--- src/acl_action_pkg.sv ---
// Shared widths, action layout, frame carriers and register map
package acl_action_pkg;

	// ************************************************************
	// Action word and field widths
	// ************************************************************
	localparam int ACTION_W = 196;
	localparam int MASK_W = 55;
	localparam int STAGE_W = 5;
	localparam int QUEUE_W = 3;
	localparam int QUEUE_N = 8;
	localparam int POLICER_W = 5;
	localparam int BUCKET_W = 12;
	localparam int RULE_W = 5;
	localparam int REDIR_W = 11;
	localparam int STACK_W = 35;

	// Stage codes at the ends of the range
	localparam logic [4:0] STAGE_NONE = 5'h00;
	localparam logic [4:0] STAGE_DONE = 5'h10;

	// Mask combine modes
	localparam logic [2:0] MM_OR_DEST = 3'h0;
	localparam logic [2:0] MM_AND_VLAN = 3'h1;
	localparam logic [2:0] MM_SUB_PORT_GROUP_INDEX = 3'h2;
	localparam logic [2:0] MM_REPLACE = 3'h3;
	localparam logic [2:0] MM_REDIRECT = 3'h4;
	localparam logic [2:0] MM_OR_PORT_GROUP_INDEX = 3'h5;
	localparam logic [2:0] MM_STACK = 3'h6;

	// Port set bits used by the redirect mode, and the rewrite interval bit
	localparam int SRC_AND_BIT = 52;
	localparam int AGGR_AND_BIT = 51;
	localparam int VLAN_AND_BIT = 50;
	localparam int REWRITE_INTERVAL_BIT = 5;

	// ************************************************************
	// Register map (APB byte addresses) and reset values
	// ************************************************************
	localparam logic [7:0] REG_CTRL = 8'h00;
	localparam logic [7:0] REG_ARM = 8'h04;
	localparam logic [7:0] REG_HITS = 8'h08;
	localparam int CTRL_ENABLE_BIT = 0;
	localparam logic CTRL_ENABLE_RST = 1'b1;

	// Action word, first field at bit 0 (last member here)
	typedef struct packed {
		logic [106:0] laterFields;
		logic [1:0] mirrorProbe;
		logic [54:0] portSet;
		logic [2:0] maskMode;
		logic [2:0] intervalCode;
		logic [2:0] bucketOffset;
		logic overrideTermination;
		logic [4:0] policerSelect;
		logic policerEnable;
		logic routeBlock;
		logic learnBlock;
		logic hostExtractDisable;
		logic [2:0] hostQueueSelect;
		logic hostCopyEnable;
		logic hitInterruptEnable;
		logic singleCopyArm;
		logic [4:0] forcedStageCode;
		logic stageForceEnable;
		logic innerAclFlag;
	} action_s;

	// Decision arriving from the forwarding pipeline
	typedef struct packed {
		logic [54:0] destMask;
		logic [54:0] vlanMask;
		logic [54:0] pgidMask;
		logic [54:0] srcMask;
		logic [54:0] aggrMask;
		logic [54:0] redirMask;
		logic [4:0] stageCode;
		logic terminated;
		logic [7:0] hostQueues;
		logic learnAllow;
		logic routeAllow;
		logic [11:0] bucketBase;
		logic [5:0] rewriteCommand;
		logic [3:0] aclRouteMode;
		logic [8:0] fieldA;
		logic macSwapEnable;
		logic mcDelayResp;
		logic [4:0] ruleIndex;
	} frame_s;

	// Decision handed on to the pipeline
	typedef struct packed {
		logic [54:0] destMask;
		logic maskLocked;
		logic redirValid;
		logic [10:0] redirIndex;
		logic stackValid;
		logic [34:0] stackCtrl;
		logic [4:0] stageCode;
		logic stageActionNone;
		logic innerStage;
		logic [7:0] hostQueues;
		logic learnAllow;
		logic routeAllow;
		logic policerValid;
		logic [4:0] policerIndex;
		logic swapValid;
		logic [4:0] swapIndex;
		logic [11:0] bucketIndex;
		logic intervalValid;
		logic [3:0] logInterval;
		logic [3:0] offsetInterval;
		logic [1:0] mirrorProbe;
		logic actionApplied;
	} decision_s;

endpackage

--- src/acl_action_decoder.sv ---
// Action decoder for the second ACL lookup, with APB control registers
`timescale 1ns/10ps
`default_nettype none

// Functional notes
// - One 196-bit action format serves every rule of the lookup.
// - Fields are packed upward from bit 0 in the documented order.
// - Inner flag marks the action as belonging to the inner switch stage.
// - Stage force applies the forced code; code none sets stage action none.
// - Forced stage code is 5 bits: 0 none, 1-15 stages, 16 done.
// - Single copy arm copies next hit to host; copy enable copies all.
// - A hit with interrupt enable set raises an interrupt event.
// - Host copy enable copies the frame to the selected host queue.
// - The 3-bit queue select names the queue of every host copy.
// - Extract disable cancels earlier host extraction, then copy applies.
// - Learn block prevents source address learning for the frame.
// - Route block prevents layer-3 routing of the frame.
// - Policer enable polices with the policer chosen by the select field.
// - Without policer enable, the select field picks a source IP swap entry.
// - Override termination applies the action on already terminated frames.
// - Bucket index is base from service index table plus offset.
// - Rewrite bit 5 on multicast Delay_Resp: interval from offset and swap.
// - Route mode 3:2 of 1 and field A 8:7 of 3: offset gives bits 2:0.
// - Interval code with swap enable encodes interval 0..7 or -8..-1.
// - Mode 0 ORs dest, 1 ANDs VLAN mask, 2 replaces port group mask.
// - Mode 3 makes the port set the final, locked destination set.
// - Mode 4 redirects by port set bits 10:0, result locked.
// - Mode 5 ORs the port set into the port group mask.
// - Mode 6 controls stacking forwarding and locks; mode 7 no effect.
// - Host port membership is never changed by any mask mode.
// - Mode 4 bits 52, 51, 50 AND source, aggregation, VLAN masks.
module acl_action_decoder
	import acl_action_pkg::*;
#(
	parameter int HOST_PORT = 53,
	parameter int RULE_COUNT = 32
) (
	input wire logic mclk,
	input wire logic reset,
	input wire logic psel,
	input wire logic penable,
	input wire logic pwrite,
	input wire logic [7:0] paddr,
	input wire logic [31:0] pwdata,
	output logic [31:0] prdata,
	output logic pready,
	output logic pslverr,
	input wire logic frameValid,
	input wire logic ruleHit,
	input wire action_s action,
	input wire frame_s frameIn,
	output logic decisionValid,
	output decision_s decision,
	output logic hitEvent
);

	// ************************************************************
	// Elaboration checks
	// ************************************************************
	if (HOST_PORT < 0 || HOST_PORT >= MASK_W) begin : gBadHost
		$error("HOST_PORT outside the port mask");
	end
	if (RULE_COUNT < 1 || RULE_COUNT > 32) begin : gBadRules
		$error("RULE_COUNT must be 1 to 32");
	end

	// ************************************************************
	// State and helpers
	// ************************************************************
	typedef struct packed {
		decision_s dec;
		logic outValid;
		logic hitEvent;
		logic [RULE_COUNT-1:0] consumed;
		logic [31:0] hitCount;
		logic decodeEnable;
		logic [31:0] rdata;
		logic slvErr;
	} state_s;

	state_s r;
	state_s rNxt;

	// Register decode: 0 ctrl, 1 arm, 2 hits, 3 unmapped
	function automatic logic [1:0] regDecode(input logic [7:0] addr);
		case (addr)
			REG_CTRL: regDecode = 2'h0;
			REG_ARM: regDecode = 2'h1;
			REG_HITS: regDecode = 2'h2;
			default: regDecode = 2'h3;
		endcase
	endfunction

	logic [54:0] hostBit;
	logic [54:0] newMask;
	logic [54:0] andTerm;
	logic applies;
	logic armedCopy;
	logic hostCopy;
	logic [RULE_COUNT-1:0] ruleBit;
	logic [7:0] queueBit;

	assign hostBit = 55'h1 << HOST_PORT;
	assign ruleBit = RULE_COUNT'(1) << frameIn.ruleIndex;
	assign queueBit = 8'h1 << action.hostQueueSelect;

	// Action takes effect on a hit unless the frame was terminated
	// override termination
	assign applies = frameValid && ruleHit && r.decodeEnable &&
		(!frameIn.terminated || action.overrideTermination);

	// One-shot copy only while this rule has not fired its copy yet
	// single copy arm
	assign armedCopy = action.singleCopyArm && !(|(r.consumed & ruleBit));
	assign hostCopy = action.hostCopyEnable || armedCopy;

	// Optional AND masks for redirect
	// redirect mask ANDs
	assign andTerm = (action.portSet[SRC_AND_BIT] ? frameIn.srcMask : '1) &
		(action.portSet[AGGR_AND_BIT] ? frameIn.aggrMask : '1) &
		(action.portSet[VLAN_AND_BIT] ? frameIn.vlanMask : '1);

	// ************************************************************
	// Destination mask combining
	// ************************************************************
	// modes 0..7
	always_comb begin
		case (action.maskMode)
			MM_OR_DEST: newMask = frameIn.destMask | action.portSet;
			MM_AND_VLAN: newMask = frameIn.destMask &
				(frameIn.vlanMask & action.portSet);
			MM_SUB_PORT_GROUP_INDEX: newMask = action.portSet;
			MM_REPLACE: newMask = action.portSet;
			MM_REDIRECT: newMask = frameIn.redirMask & andTerm;
			MM_OR_PORT_GROUP_INDEX: newMask = frameIn.pgidMask | action.portSet;
			// stacking and no-effect modes keep the mask
			default: newMask = frameIn.destMask;
		endcase
	end

	// ************************************************************
	// Next state
	// ************************************************************
	always_comb begin
		rNxt = r;
		rNxt.outValid = frameValid;
		rNxt.hitEvent = 1'b0;
		// Pass-through decision when no action applies
		rNxt.dec = '0;
		rNxt.dec.destMask = frameIn.destMask;
		rNxt.dec.stageCode = frameIn.stageCode;
		rNxt.dec.hostQueues = frameIn.hostQueues;
		rNxt.dec.learnAllow = frameIn.learnAllow;
		rNxt.dec.routeAllow = frameIn.routeAllow;
		rNxt.dec.bucketIndex = frameIn.bucketBase;
		if (applies) begin
			rNxt.dec.actionApplied = 1'b1;
			// whole action word consumed in one format
			// fields taken at their packed positions
			rNxt.dec.innerStage = action.innerAclFlag;
			rNxt.dec.mirrorProbe = action.mirrorProbe;
			if (action.stageForceEnable) begin
				rNxt.dec.stageCode = action.forcedStageCode;
				rNxt.dec.stageActionNone =
					action.forcedStageCode == STAGE_NONE;
			end
			if (action.hostExtractDisable) begin
				rNxt.dec.hostQueues = '0;
			end
			// queue select names the copy queue
			if (hostCopy) begin
				rNxt.dec.hostQueues = rNxt.dec.hostQueues | queueBit;
			end
			if (action.learnBlock) begin
				rNxt.dec.learnAllow = 1'b0;
			end
			if (action.routeBlock) begin
				rNxt.dec.routeAllow = 1'b0;
			end
			rNxt.dec.policerValid = action.policerEnable;
			rNxt.dec.policerIndex = action.policerSelect;
			rNxt.dec.swapValid = !action.policerEnable;
			rNxt.dec.swapIndex = action.policerSelect;
			rNxt.dec.bucketIndex = frameIn.bucketBase +
				BUCKET_W'(action.bucketOffset);
			if (frameIn.aclRouteMode[3:2] == 2'h1 &&
				frameIn.fieldA[8:7] == 2'h3) begin
				rNxt.dec.bucketIndex[2:0] = action.bucketOffset;
			end
			// interval from code and swap enable
			// interval from offset and swap enable
			if (frameIn.rewriteCommand[REWRITE_INTERVAL_BIT] &&
				frameIn.mcDelayResp) begin
				rNxt.dec.intervalValid = 1'b1;
				rNxt.dec.logInterval =
					{frameIn.macSwapEnable, action.intervalCode};
				rNxt.dec.offsetInterval =
					{frameIn.macSwapEnable, action.bucketOffset};
			end
			// host port bit kept from the incoming mask
			rNxt.dec.destMask = (newMask & ~hostBit) |
				(frameIn.destMask & hostBit);
			rNxt.dec.maskLocked = action.maskMode == MM_REPLACE ||
				action.maskMode == MM_REDIRECT ||
				action.maskMode == MM_STACK;
			rNxt.dec.redirValid = action.maskMode == MM_REDIRECT;
			rNxt.dec.redirIndex = action.portSet[REDIR_W-1:0];
			rNxt.dec.stackValid = action.maskMode == MM_STACK;
			rNxt.dec.stackCtrl = action.portSet[STACK_W-1:0];
			rNxt.hitEvent = action.hitInterruptEnable;
			rNxt.hitCount = r.hitCount + 32'h1;
		end

		// APB setup phase: capture read data and error
		if (psel && !penable) begin
			rNxt.slvErr = regDecode(paddr) == 2'h3;
			case (regDecode(paddr))
				2'h0: rNxt.rdata = {31'h0, r.decodeEnable};
				2'h1: rNxt.rdata = 32'(r.consumed);
				2'h2: rNxt.rdata = r.hitCount;
				default: rNxt.rdata = 32'h0;
			endcase
		end

		// APB write at the access edge
		if (psel && penable && pwrite) begin
			case (regDecode(paddr))
				2'h0: rNxt.decodeEnable = pwdata[CTRL_ENABLE_BIT];
				2'h1: rNxt.consumed = r.consumed &
					~pwdata[RULE_COUNT-1:0];
				2'h2: rNxt.hitCount = applies ? 32'h1 : 32'h0;
				default: rNxt.decodeEnable = r.decodeEnable;
			endcase
		end

		// Disarm after the one-shot copy; wins over a rearm write
		// one-shot disarm
		if (applies && armedCopy && !action.hostCopyEnable) begin
			rNxt.consumed = rNxt.consumed | ruleBit;
		end
	end

	// ************************************************************
	// State register
	// ************************************************************
	always_ff @(posedge mclk) begin
		if (reset) begin
			r <= '0;
			r.decodeEnable <= CTRL_ENABLE_RST;
		end else begin
			r <= rNxt;
		end
	end

	// Outputs
	assign pready = 1'b1;
	assign prdata = r.rdata;
	assign pslverr = r.slvErr;
	assign decisionValid = r.outValid;
	assign decision = r.dec;
	assign hitEvent = r.hitEvent;
endmodule

`default_nettype wire

--- config.mk ---
export PLATFORM = sky130hd
export DESIGN_NAME = acl_action_decoder
export DESIGN_NICKNAME = d
export VERILOG_FILES = /design/src/acl_action_pkg.sv /design/src/acl_action_decoder.sv
export SDC_FILE = /design/constraint.sdc
export NUM_CORES = 1
export LEC_CHECK = 0
export ABC_AREA = 1
export BUFFER_PORTS_ARGS = -buffer_cell sky130_fd_sc_hd__buf_2
export CAP_MARGIN = 20
export CORE_AREA = 2 2 320 322
export CTS_CLUSTER_SIZE = 12
export DETAILED_ROUTE_END_ITERATION = 10
export DIE_AREA = 0 0 322 324
export MAX_ROUTING_LAYER = met4
export PLACE_DENSITY = 0.44
export SLEW_MARGIN = 30
export SYNTH_ARGS = -nofsm -noshare
export SYNTH_HDL_FRONTEND = slang
export SYNTH_SLANG_ARGS = --single-unit
--- constraint.sdc ---
create_clock -name mclk -period 4.51 [get_ports mclk]
set_input_delay 0.451 -clock mclk [delete_from_list [all_inputs] [get_ports mclk]]
set_output_delay 0.451 -clock mclk [all_outputs]
set_load 0.02 [all_outputs]
# Yosys cells after proc, flatten, opt, wreduce, memory -nomap -nowiden
# Cells that the tools add are included.
# Widths: inputs -> output; s select.
[totals]
elab_cells = 118
reg_bits = 252
romBits = 0
out_inout_bits = 193
latchBits = 0
in_bits = 627
mem_count = 0
ram_bits = 0
[op_classes]
div_mod_pow = 0
add_sub_neg = 2
order_cmp = 0
n_reduce_logical = 31
shift = 2
bitwise = 16
mux = 24
eq_ne = 15
multipliers = 0
[op_table]
columns = ["op", "n"]
rows = [
  ["$and 55x55->55", 5],
  ["$pmux 55 s5", 1],
  ["$mux 55", 3],
  ["$mux 157", 1],
  ["$mux 32", 4],
  ["$or 55x55->55", 2],
  ["$pmux 32 s3", 1],
  ["$mux 65", 1],
  ["$and 32x32->32", 2],
  ["$or 55x54->55", 1],
  ["$add 32x1->32 const B", 1],
  ["$not 32->32", 1],
  ["$or 32x32->32", 1],
  ["$reduce_or 32->1", 1],
  ["$shl 1x5->32 const A", 1],
  ["$mux 8", 3],
  ["$add 12x3->12", 1],
  ["$logic_and 1x1->1", 11],
  ["$eq 3x3->1 const B", 3],
  ["$mux 9", 1],
  ["$eq 2x2->1 const B", 4],
  ["$eq 8x3->1 const B", 1],
  ["$eq 8x4->1 const B", 1],
  ["$logic_not 8->1", 1],
  ["other kinds (19)", 38],
]

# Logic depth before layout (Yosys ltp)
# Gate-level depths: netlist (run 1).
[depth]
word_depth = 8
mapped_depth = 13

# Worst setup path before layout (run 1)
# No wires, ideal clock.
[synth_path]
kind = "input to register"
from = "in action[23] in the netlist's numbering"
to = "reg r (netlist bit decision[22])"
path_buffers = 0
setup_ns = 0.113
t_arrival_ns = 1.841
required_time_ns = 4.397
cell_stages = 11
slack_ns = 2.556
cell_sequence = "ha_1 -> inv_1 -> fa_1 -> o21ai_0 -> nand3_1 -> nor2_1 -> nand2_1 -> nor2_1 -> nand4_1 -> nor2_1 -> nor2_1"
[synth_via]
elab_chain_len = 2
[synth_rtl]
columns = ["element", "line", "rtl"]
rows = [
  ["start: declaration", "acl_action_decoder.sv:50", "input wire action_s action,"],
  ["$add 12x3->12", "acl_action_decoder.sv:184", "rNxt.dec.bucketIndex = frameIn.bucketBase +"],
  ["$mux 157", "acl_action_decoder.sv:156", "if (applies) begin"],
  ["end signal: assignment", "acl_action_decoder.sv:251", "r <= rNxt;"],
  ["end: declaration", "acl_action_decoder.sv:81", "state_s r;"],
]
# No other way between the ends.
# A chain may end at the register's enable or synchronous reset.

# Final worst setup path (run 1)
[layout_path]
from = "reg r[33] in the netlist's numbering"
to = "reg r (netlist bit decision[102])"
[layout_via]
elab_chain_len = 3
[layout_rtl]
columns = ["element", "line", "rtl"]
rows = [
  ["$logic_and 1x1->1 (2 in series)", "acl_action_decoder.sv:109", "assign applies = frameValid && ruleHit && r.decodeEnable &&"],
  ["$mux 157", "acl_action_decoder.sv:156", ""],
]
# No other way between the ends.

==> results of run 1 <==
## layout by cell type, fill, tap and decap left out, types with 9 or more instances in the layout
cell and count:
clkbuf_16 35, inv_1 190, a22o_1 9, a211oi_1 46, buf_4 43, nand3_1 48, a21oi_1 143, xor2_1 24
nor2_1 229, inv_2 10, a2111oi_0 50, o21ai_0 182, o311ai_0 27, nor3_1 20, diode_2 26, buf_2 690
nand4_1 59, nand2_1 293, dfxtp_1 240, o22ai_1 57, o311ai_1 23
## layer usage
| layer | track usage [%] | wire [µm] | vias to the layer above | part of all wire [%] |
|---|---|---|---|---|
| met5 | - | 0 | - | 0 |
| met4 | 4.96 | 2660 | 0 | 2.9 |
| met3 | 5.43 | 9730 | 124 | 11 |
| met2 | 25.6 | 38600 | 907 | 42 |
| met1 | 22.3 | 40000 | 7664 | 44 |
| li1 | - | - | 7665 | - |
## worst max-delay path by stage
stage | end | slack [ps]
after global placement | prdata[30] | 1600
after floorplan | decision[22] | 2560
after detailed placement | r[90] | 1630
after global routing | decision[151] | 1740
after CTS | decision[105] | 1940
final | decision[102] | 1980
## critical path, stage by stage, from the launching register on
cell	delay, ps
dfxtp_1	330
nand2_1	60
nor2_1	50
o21ai_2	60
buf_4	330
clkinv_1	260
nand2_8	440
buf_4	360
a21oi_1	80
o311ai_0	100
nor2_1	80
a211oi_2	240
## stage by stage
step	worst slack, ps	instance area (µm²)	util, %	hold slack (ps)	cells
3_3_place_gp	1600	17700	17.5	453	3750
2_1_floorplan	2560	14200	-	446	2022
6_report	1980	18900	18.7	68.1	3834
3_5_place_dp	1630	17700	17.5	454	3750
5_1_grt	1740	18800	18.6	50.4	3823
4_1_cts	1940	18800	18.6	14.3	3808
## final cells by class
cell class	instances	area [µm²]
antenna	26	65.1
clock buffer	48	975
clock inverter	9	135
fill	11700	82200
inverter	203	763
multi-input combinational	1262	6640
sequential	240	4800
tap	1309	1640
timing repair buffer	737	3830
## flip-flops by register name (all words and copies together) (netlist names)
| register | count |
|---|---|
| decision | 140 |
| r | 65 |
| prdata | 32 |
| decisionValid | 1 |
| hitEvent | 1 |
| pslverr | 1 |
## kinds of logic after synthesis
| family | after synthesis |
|---|---|
| AO/OA/AOI/OAI | 558 |
| XOR/XNOR | 27 |
| adder cells (fa/ha/maj) | 5 |
| buffers and inverters | 520 |
| flip-flops | 240 |
| other | 1 |
| AND/OR/NAND/NOR | 671 |
## power by group through the flow
stage	registers, µW	logic, µW	clock network [µW]
after global routing	2220	1070	2970
after global placement	2260	994	0
after floorplan	2250	511	0
after CTS	2210	998	2900
after detailed placement	2260	994	0
final	2210	990	2800
==> results.py, run 1 <==
metrics = {
    "timing": {
        "hold_viol": 0,
        "worst_slew_pin_slew_ps": 997,
        "rsz0062_at_grt": "no",
        "maxSlewHeadroom_pct": 33.4,
        "skew_ps": 24.9,
        "setup_viol": 0,
        "period_needed_ps": 2530,
        "slew_viol_final": 0,
        "fin_setup_tns_ps": 0,
        "max_freq_mhz": 395,
        "fin_crit_sh_pct": 56.1,
    },
    "clock_network": {
        "htreeDepth": 2,
        "cts_setup_buffers": 0,
        "cts_tree": "built",
        "cts.sinks": 240,
        "path_clk_slew_ps": 60,
        "clkLatencyLatePin_ps": 590,
        "numCtsBuffers": 35,
        "cts_buffer_depth": 3,
        "ctsHoldBuffers": 1,
        "root_buffer": "clkbuf_16",
        "cts.repair.resized": 0,
    },
    "synth": {
        "synth_edf_count": 0,
        "yosysTopAreaCell": "dfxtp_1",
        "synthAdderAreaFrac_pct": 0.495,
        "synthArstFlopShare_pct": 0,
        "synthTopCellsByArea": "dfxtp_1, buf_4, nand2_1",
        "yosysTopAreaCellShare_pct": 33.9,
        "synthXorXnorAreaFrac_pct": 1.67,
        "postSynthCellCount": 2022,
        "synth-seq-cells": 240,
        "syn_nets": 2654,
        "synthDistinctLibCells": 41,
        "synthFlopType": "dfxtp_1",
        "synth_area_um2": 14200,
        "yosysSeqAreaShare_pct": 33.9,
        "synth_compound_area_share_pct": 24.5,
        "synthSimpleGateAreaFrac_pct": 20.0,
        "synth_commonest_cells": "nand2_1, dfxtp_1, nor2_1",
        "yosysMostFrequentCell": "nand2_1",
        "avgSynthCellArea_um2": 7.00,
        "synthMuxAreaShare_pct": 0,
        "yosysWarnings": 0,
        "synth_top_family_by_area": "compound AO/OA/AOI/OAI gates",
    },
    "run": {
        "maxCapViolations": 0,
    },
    "power_and_ir_drop": {
        "switching_share_pct": 30.8,
        "clock_power_share_pct": 46.7,
        "p_comb_share_pct": 16.5,
        "seqPwrFrac_pct": 36.8,
        "power.switching_uw": 1850,
        "peakVddDrop_mv": 0.200,
        "power.total_uw": 6010,
        "internal_power_uw": 4150,
        "power_leakage_uw": 0.00842,
        "cellPowerDensity_nw_per_um2": 319,
    },
    "floorplanning": {
        "die_width_um": 322,
        "start_util_pct": 14.0,
        "fp-row-count": 117,
        "die_h_um": 324,
        "die_area_um2": 104000,
        "pin_count": 820,
        "core_um2": 101000,
    },
    "final_layout": {
        "nNetsFinal": 3111,
        "drive_above_1_share_pct": 32.9,
        "area_growth_pct": 33.2,
    },
    "worst_setup_path": {
        "arrival_ps": 3000,
        "path_max_fanout": 66,
        "rrSetupSlack_ps": 1980,
        "cp-start-kind": "flip-flop",
        "endpoint_kind": "flip-flop",
        "reg2regPathDepth": 11,
        "worstReg2RegStart": "r[33]",
        "startpoint": "r[33]",
        "critPathKind": "reg2reg",
        "required_ps": 4980,
        "r2r-end": "decision[102]",
    },
    "routing": {
        "vias": 16400,
        "vias_per_cell": 4.27,
        "dr.pass1.iters": 5,
        "drc": 0,
        "drtAntennaViolNets": 0,
        "post_drt_wl_per_cell_um": 23.7,
        "drt-total-wl_mm": 91.0,
        "dr.first_iter.drc_count": 1254,
    },
    "global_route": {
        "grt_pass1_wl_mm": 122,
        "grt_max_degree": 82,
        "grt_usage_pct": 17.2,
        "first_global_vias": 15600,
        "overflow": 0,
        "antenna_found_initial": 48,
    },
    "min_path": {
        "hp-class": "in2reg",
        "min_path_cells": 3,
        "min_to": "decision[155]",
        "hold_start": "frameIn[382]",
    },
    "place": {
        "port_buffers": 691,
        "place.detailed.hpwl_mm": 74.3,
        "gp_congestion": 0.898,
    },
    "outcome": {
        "status": "complete, no violations",
    },
}
No activity file was read; power rests on OpenSTA's default activity.
==> run 2: changes to the inputs <==
--- a/config.mk
+++ b/config.mk
@@ -13,7 +13,7 @@
 export DETAILED_ROUTE_END_ITERATION = 10
 export DIE_AREA = 0 0 322 324
 export MAX_ROUTING_LAYER = met4
-export PLACE_DENSITY = 0.44
+export PLACE_DENSITY = 0.46
 export SLEW_MARGIN = 30
 export SYNTH_ARGS = -nofsm -noshare
 export SYNTH_HDL_FRONTEND = slang
==> constraint.sdc (replaced) <==
create_clock -name mclk -period 2.2 [get_ports mclk]
set_input_delay 0.22 -clock mclk [delete_from_list [all_inputs] [get_ports mclk]]
set_output_delay 0.22 -clock mclk [all_outputs]
set_load 0.02 [all_outputs]
==> run 2 against run 1 <==
Maximum frequency grew 21%. Clock-buffer cell count shrank 5. Largest power group unchanged. Critical endpoint is now decision[38]. Via count increased by 5.0%.
==> results.py, run 2 (same netlist as run 1, synthesis figures left out) <==
metrics = {
    "floorplanning": {
        "fp-row-count": 117,
        "die_area_um2": 104000,
        "start_util_pct": 14.0,
        "pin_count": 820,
        "die_width_um": 322,
        "core_um2": 101000,
        "die_h_um": 324,
    },
    "routing": {
        "drc": 0,
        "post_drt_wl_per_cell_um": 22.8,
        "vias_per_cell": 4.25,
        "drtAntennaViolNets": 0,
        "vias": 17200,
        "drt-total-wl_mm": 92.2,
        "dr.pass1.iters": 7,
        "dr.first_iter.drc_count": 1220,
    },
    "place": {
        "place.detailed.hpwl_mm": 74.9,
        "post-place-ws_ps": 51.2,
        "port_buffers": 691,
        "placed_cells": 3796,
        "gp_congestion": 0.907,
    },
    "power_and_ir_drop": {
        "switching_share_pct": 31.3,
        "peakVddDrop_mv": 0.443,
        "power_leakage_uw": 0.00941,
        "clock_power_share_pct": 44.6,
        "power.switching_uw": 3920,
        "seqPwrFrac_pct": 36.4,
        "p_comb_share_pct": 19.0,
        "cellPowerDensity_nw_per_um2": 594,
        "internal_power_uw": 8580,
    },
    "outcome": {
        "status": "complete, no violations",
    },
    "timing": {
        "maxSlewHeadroom_pct": 53.5,
        "setup_slack_ps": 106,
        "hold_viol": 0,
        "worst_slew_pin_slew_ps": 697,
        "holdWs_ps": 52.2,
        "fin_crit_sh_pct": 95.2,
        "period_needed_ps": 2090,
        "slew_viol_final": 0,
        "skew_ps": 30.8,
        "max_freq_mhz": 478,
        "setup_viol": 0,
    },
    "clock_network": {
        "cts_buffer_depth": 3,
        "htreeDepth": 2,
        "root_buffer": "clkbuf_16",
        "path_clk_slew_ps": 60,
        "cts_tree": "built",
        "numCtsBuffers": 35,
        "cts.sinks": 240,
        "clkLatencyLatePin_ps": 590,
    },
    "worst_setup_path": {
        "cp-start-kind": "flip-flop",
        "endpoint_kind": "flip-flop",
        "arrival_ps": 2600,
        "required_ps": 2710,
        "reg2regPathDepth": 10,
        "path_max_fanout": 13,
        "r2r-end": "decision[38]",
        "rrSetupSlack_ps": 110,
        "critPathKind": "reg2reg",
        "worstReg2RegStart": "r[33]",
    },
    "global_route": {
        "grt_max_degree": 83,
        "antenna_found_initial": 49,
        "overflow": 0,
        "grt_pass1_wl_mm": 124,
        "grt_usage_pct": 17.4,
        "first_global_vias": 16600,
    },
    "final_layout": {
        "largest_reg_flops": 140,
        "final_common_cell": "buf_2",
        "drive_above_1_share_pct": 32.5,
        "most-common-layout-cells": "buf_2, nand2_1, dfxtp_1, nor2_1, inv_1",
        "nNetsFinal": 3319,
        "area_growth_pct": 48.5,
        "instances_no_fill": 4045,
    },
    "min_path": {
        "min_path_cells": 3,
        "hold_start": "frameIn[368]",
        "hp-class": "in2reg",
        "min_to": "decision[141]",
    },
    "run": {
        "maxCapViolations": 0,
    },
}
## run 2: worst max-delay path by stage
stage                           start      endpoint  slack, ps
after global placement    frameIn[26]  decision[22]         10
after global routing            r[33]         r[59]        -30
after floorplan            action[23]  decision[22]        480
final                           r[33]  decision[38]        110
after detailed placement  frameIn[26]  decision[22]         50
after CTS                       r[33]  decision[38]         20
## run 2: metrics by stage
step                util, %  TNS, ps  area, µm²  total power (µW)
global route           20.8    -72.6      21000             13000
detailed placement     18.0        0      18200              6760
floorplan                 -        0      14200              5660
CTS                    20.7        0      20900             12700
finish                 20.8        0      21000             12500
global placement       18.0        0      18200              6760
## run 2: final cells by class
class,count,area [µm²]
inverter,203,762
fill,11600,80000
clock buffer,43,956
multi-input combinational,1262,6650
timing repair buffer,945,6010
clock inverter,17,139
antenna,26,65.1
sequential,240,4800
tap,1309,1640
## run 2: worst max-delay path, cell delays in order (launching register included)
cell and delay [ps]:
dfxtp_1 370, nand2_1 80, nor2_2 150, o21ai_4 130
inv_2 120, buf_8 160, nand3_1 100, nor2_1 120
nand2_1 80, a21oi_1 120, dlygate4sd3_1 570
## run 2: repair_timing
| action | 4_1_cts | 5_1_grt |
|---|---|---|
| setup buffers | 0 | 1 |
| endpoints found under the hold margin | 146 | 0 |
| hold buffers | 162 | 0 |
| gates resized for setup | 0 | 9 |
| setup endpoints to repair | 0 | 9 |
## run 2: power groups by stage
stage | logic, µW | registers [µW] | clock network, µW
after floorplan | 1050 | 4610 | 0
after global placement | 2120 | 4640 | 0
after detailed placement | 2120 | 4640 | 0
after CTS | 2370 | 4550 | 5800
after global routing | 2550 | 4560 | 5940
final | 2380 | 4550 | 5580
## run 2: metal layers
layer / track usage, % / up-vias / share of wire, %
li1: - / 8088 / -
met1: 21.9 / 8017 / 44
met2: 25.3 / 906 / 42
met3: 5.20 / 173 / 8.9
met4: 8.07 / 0 / 5.0
met5: - / - / 0
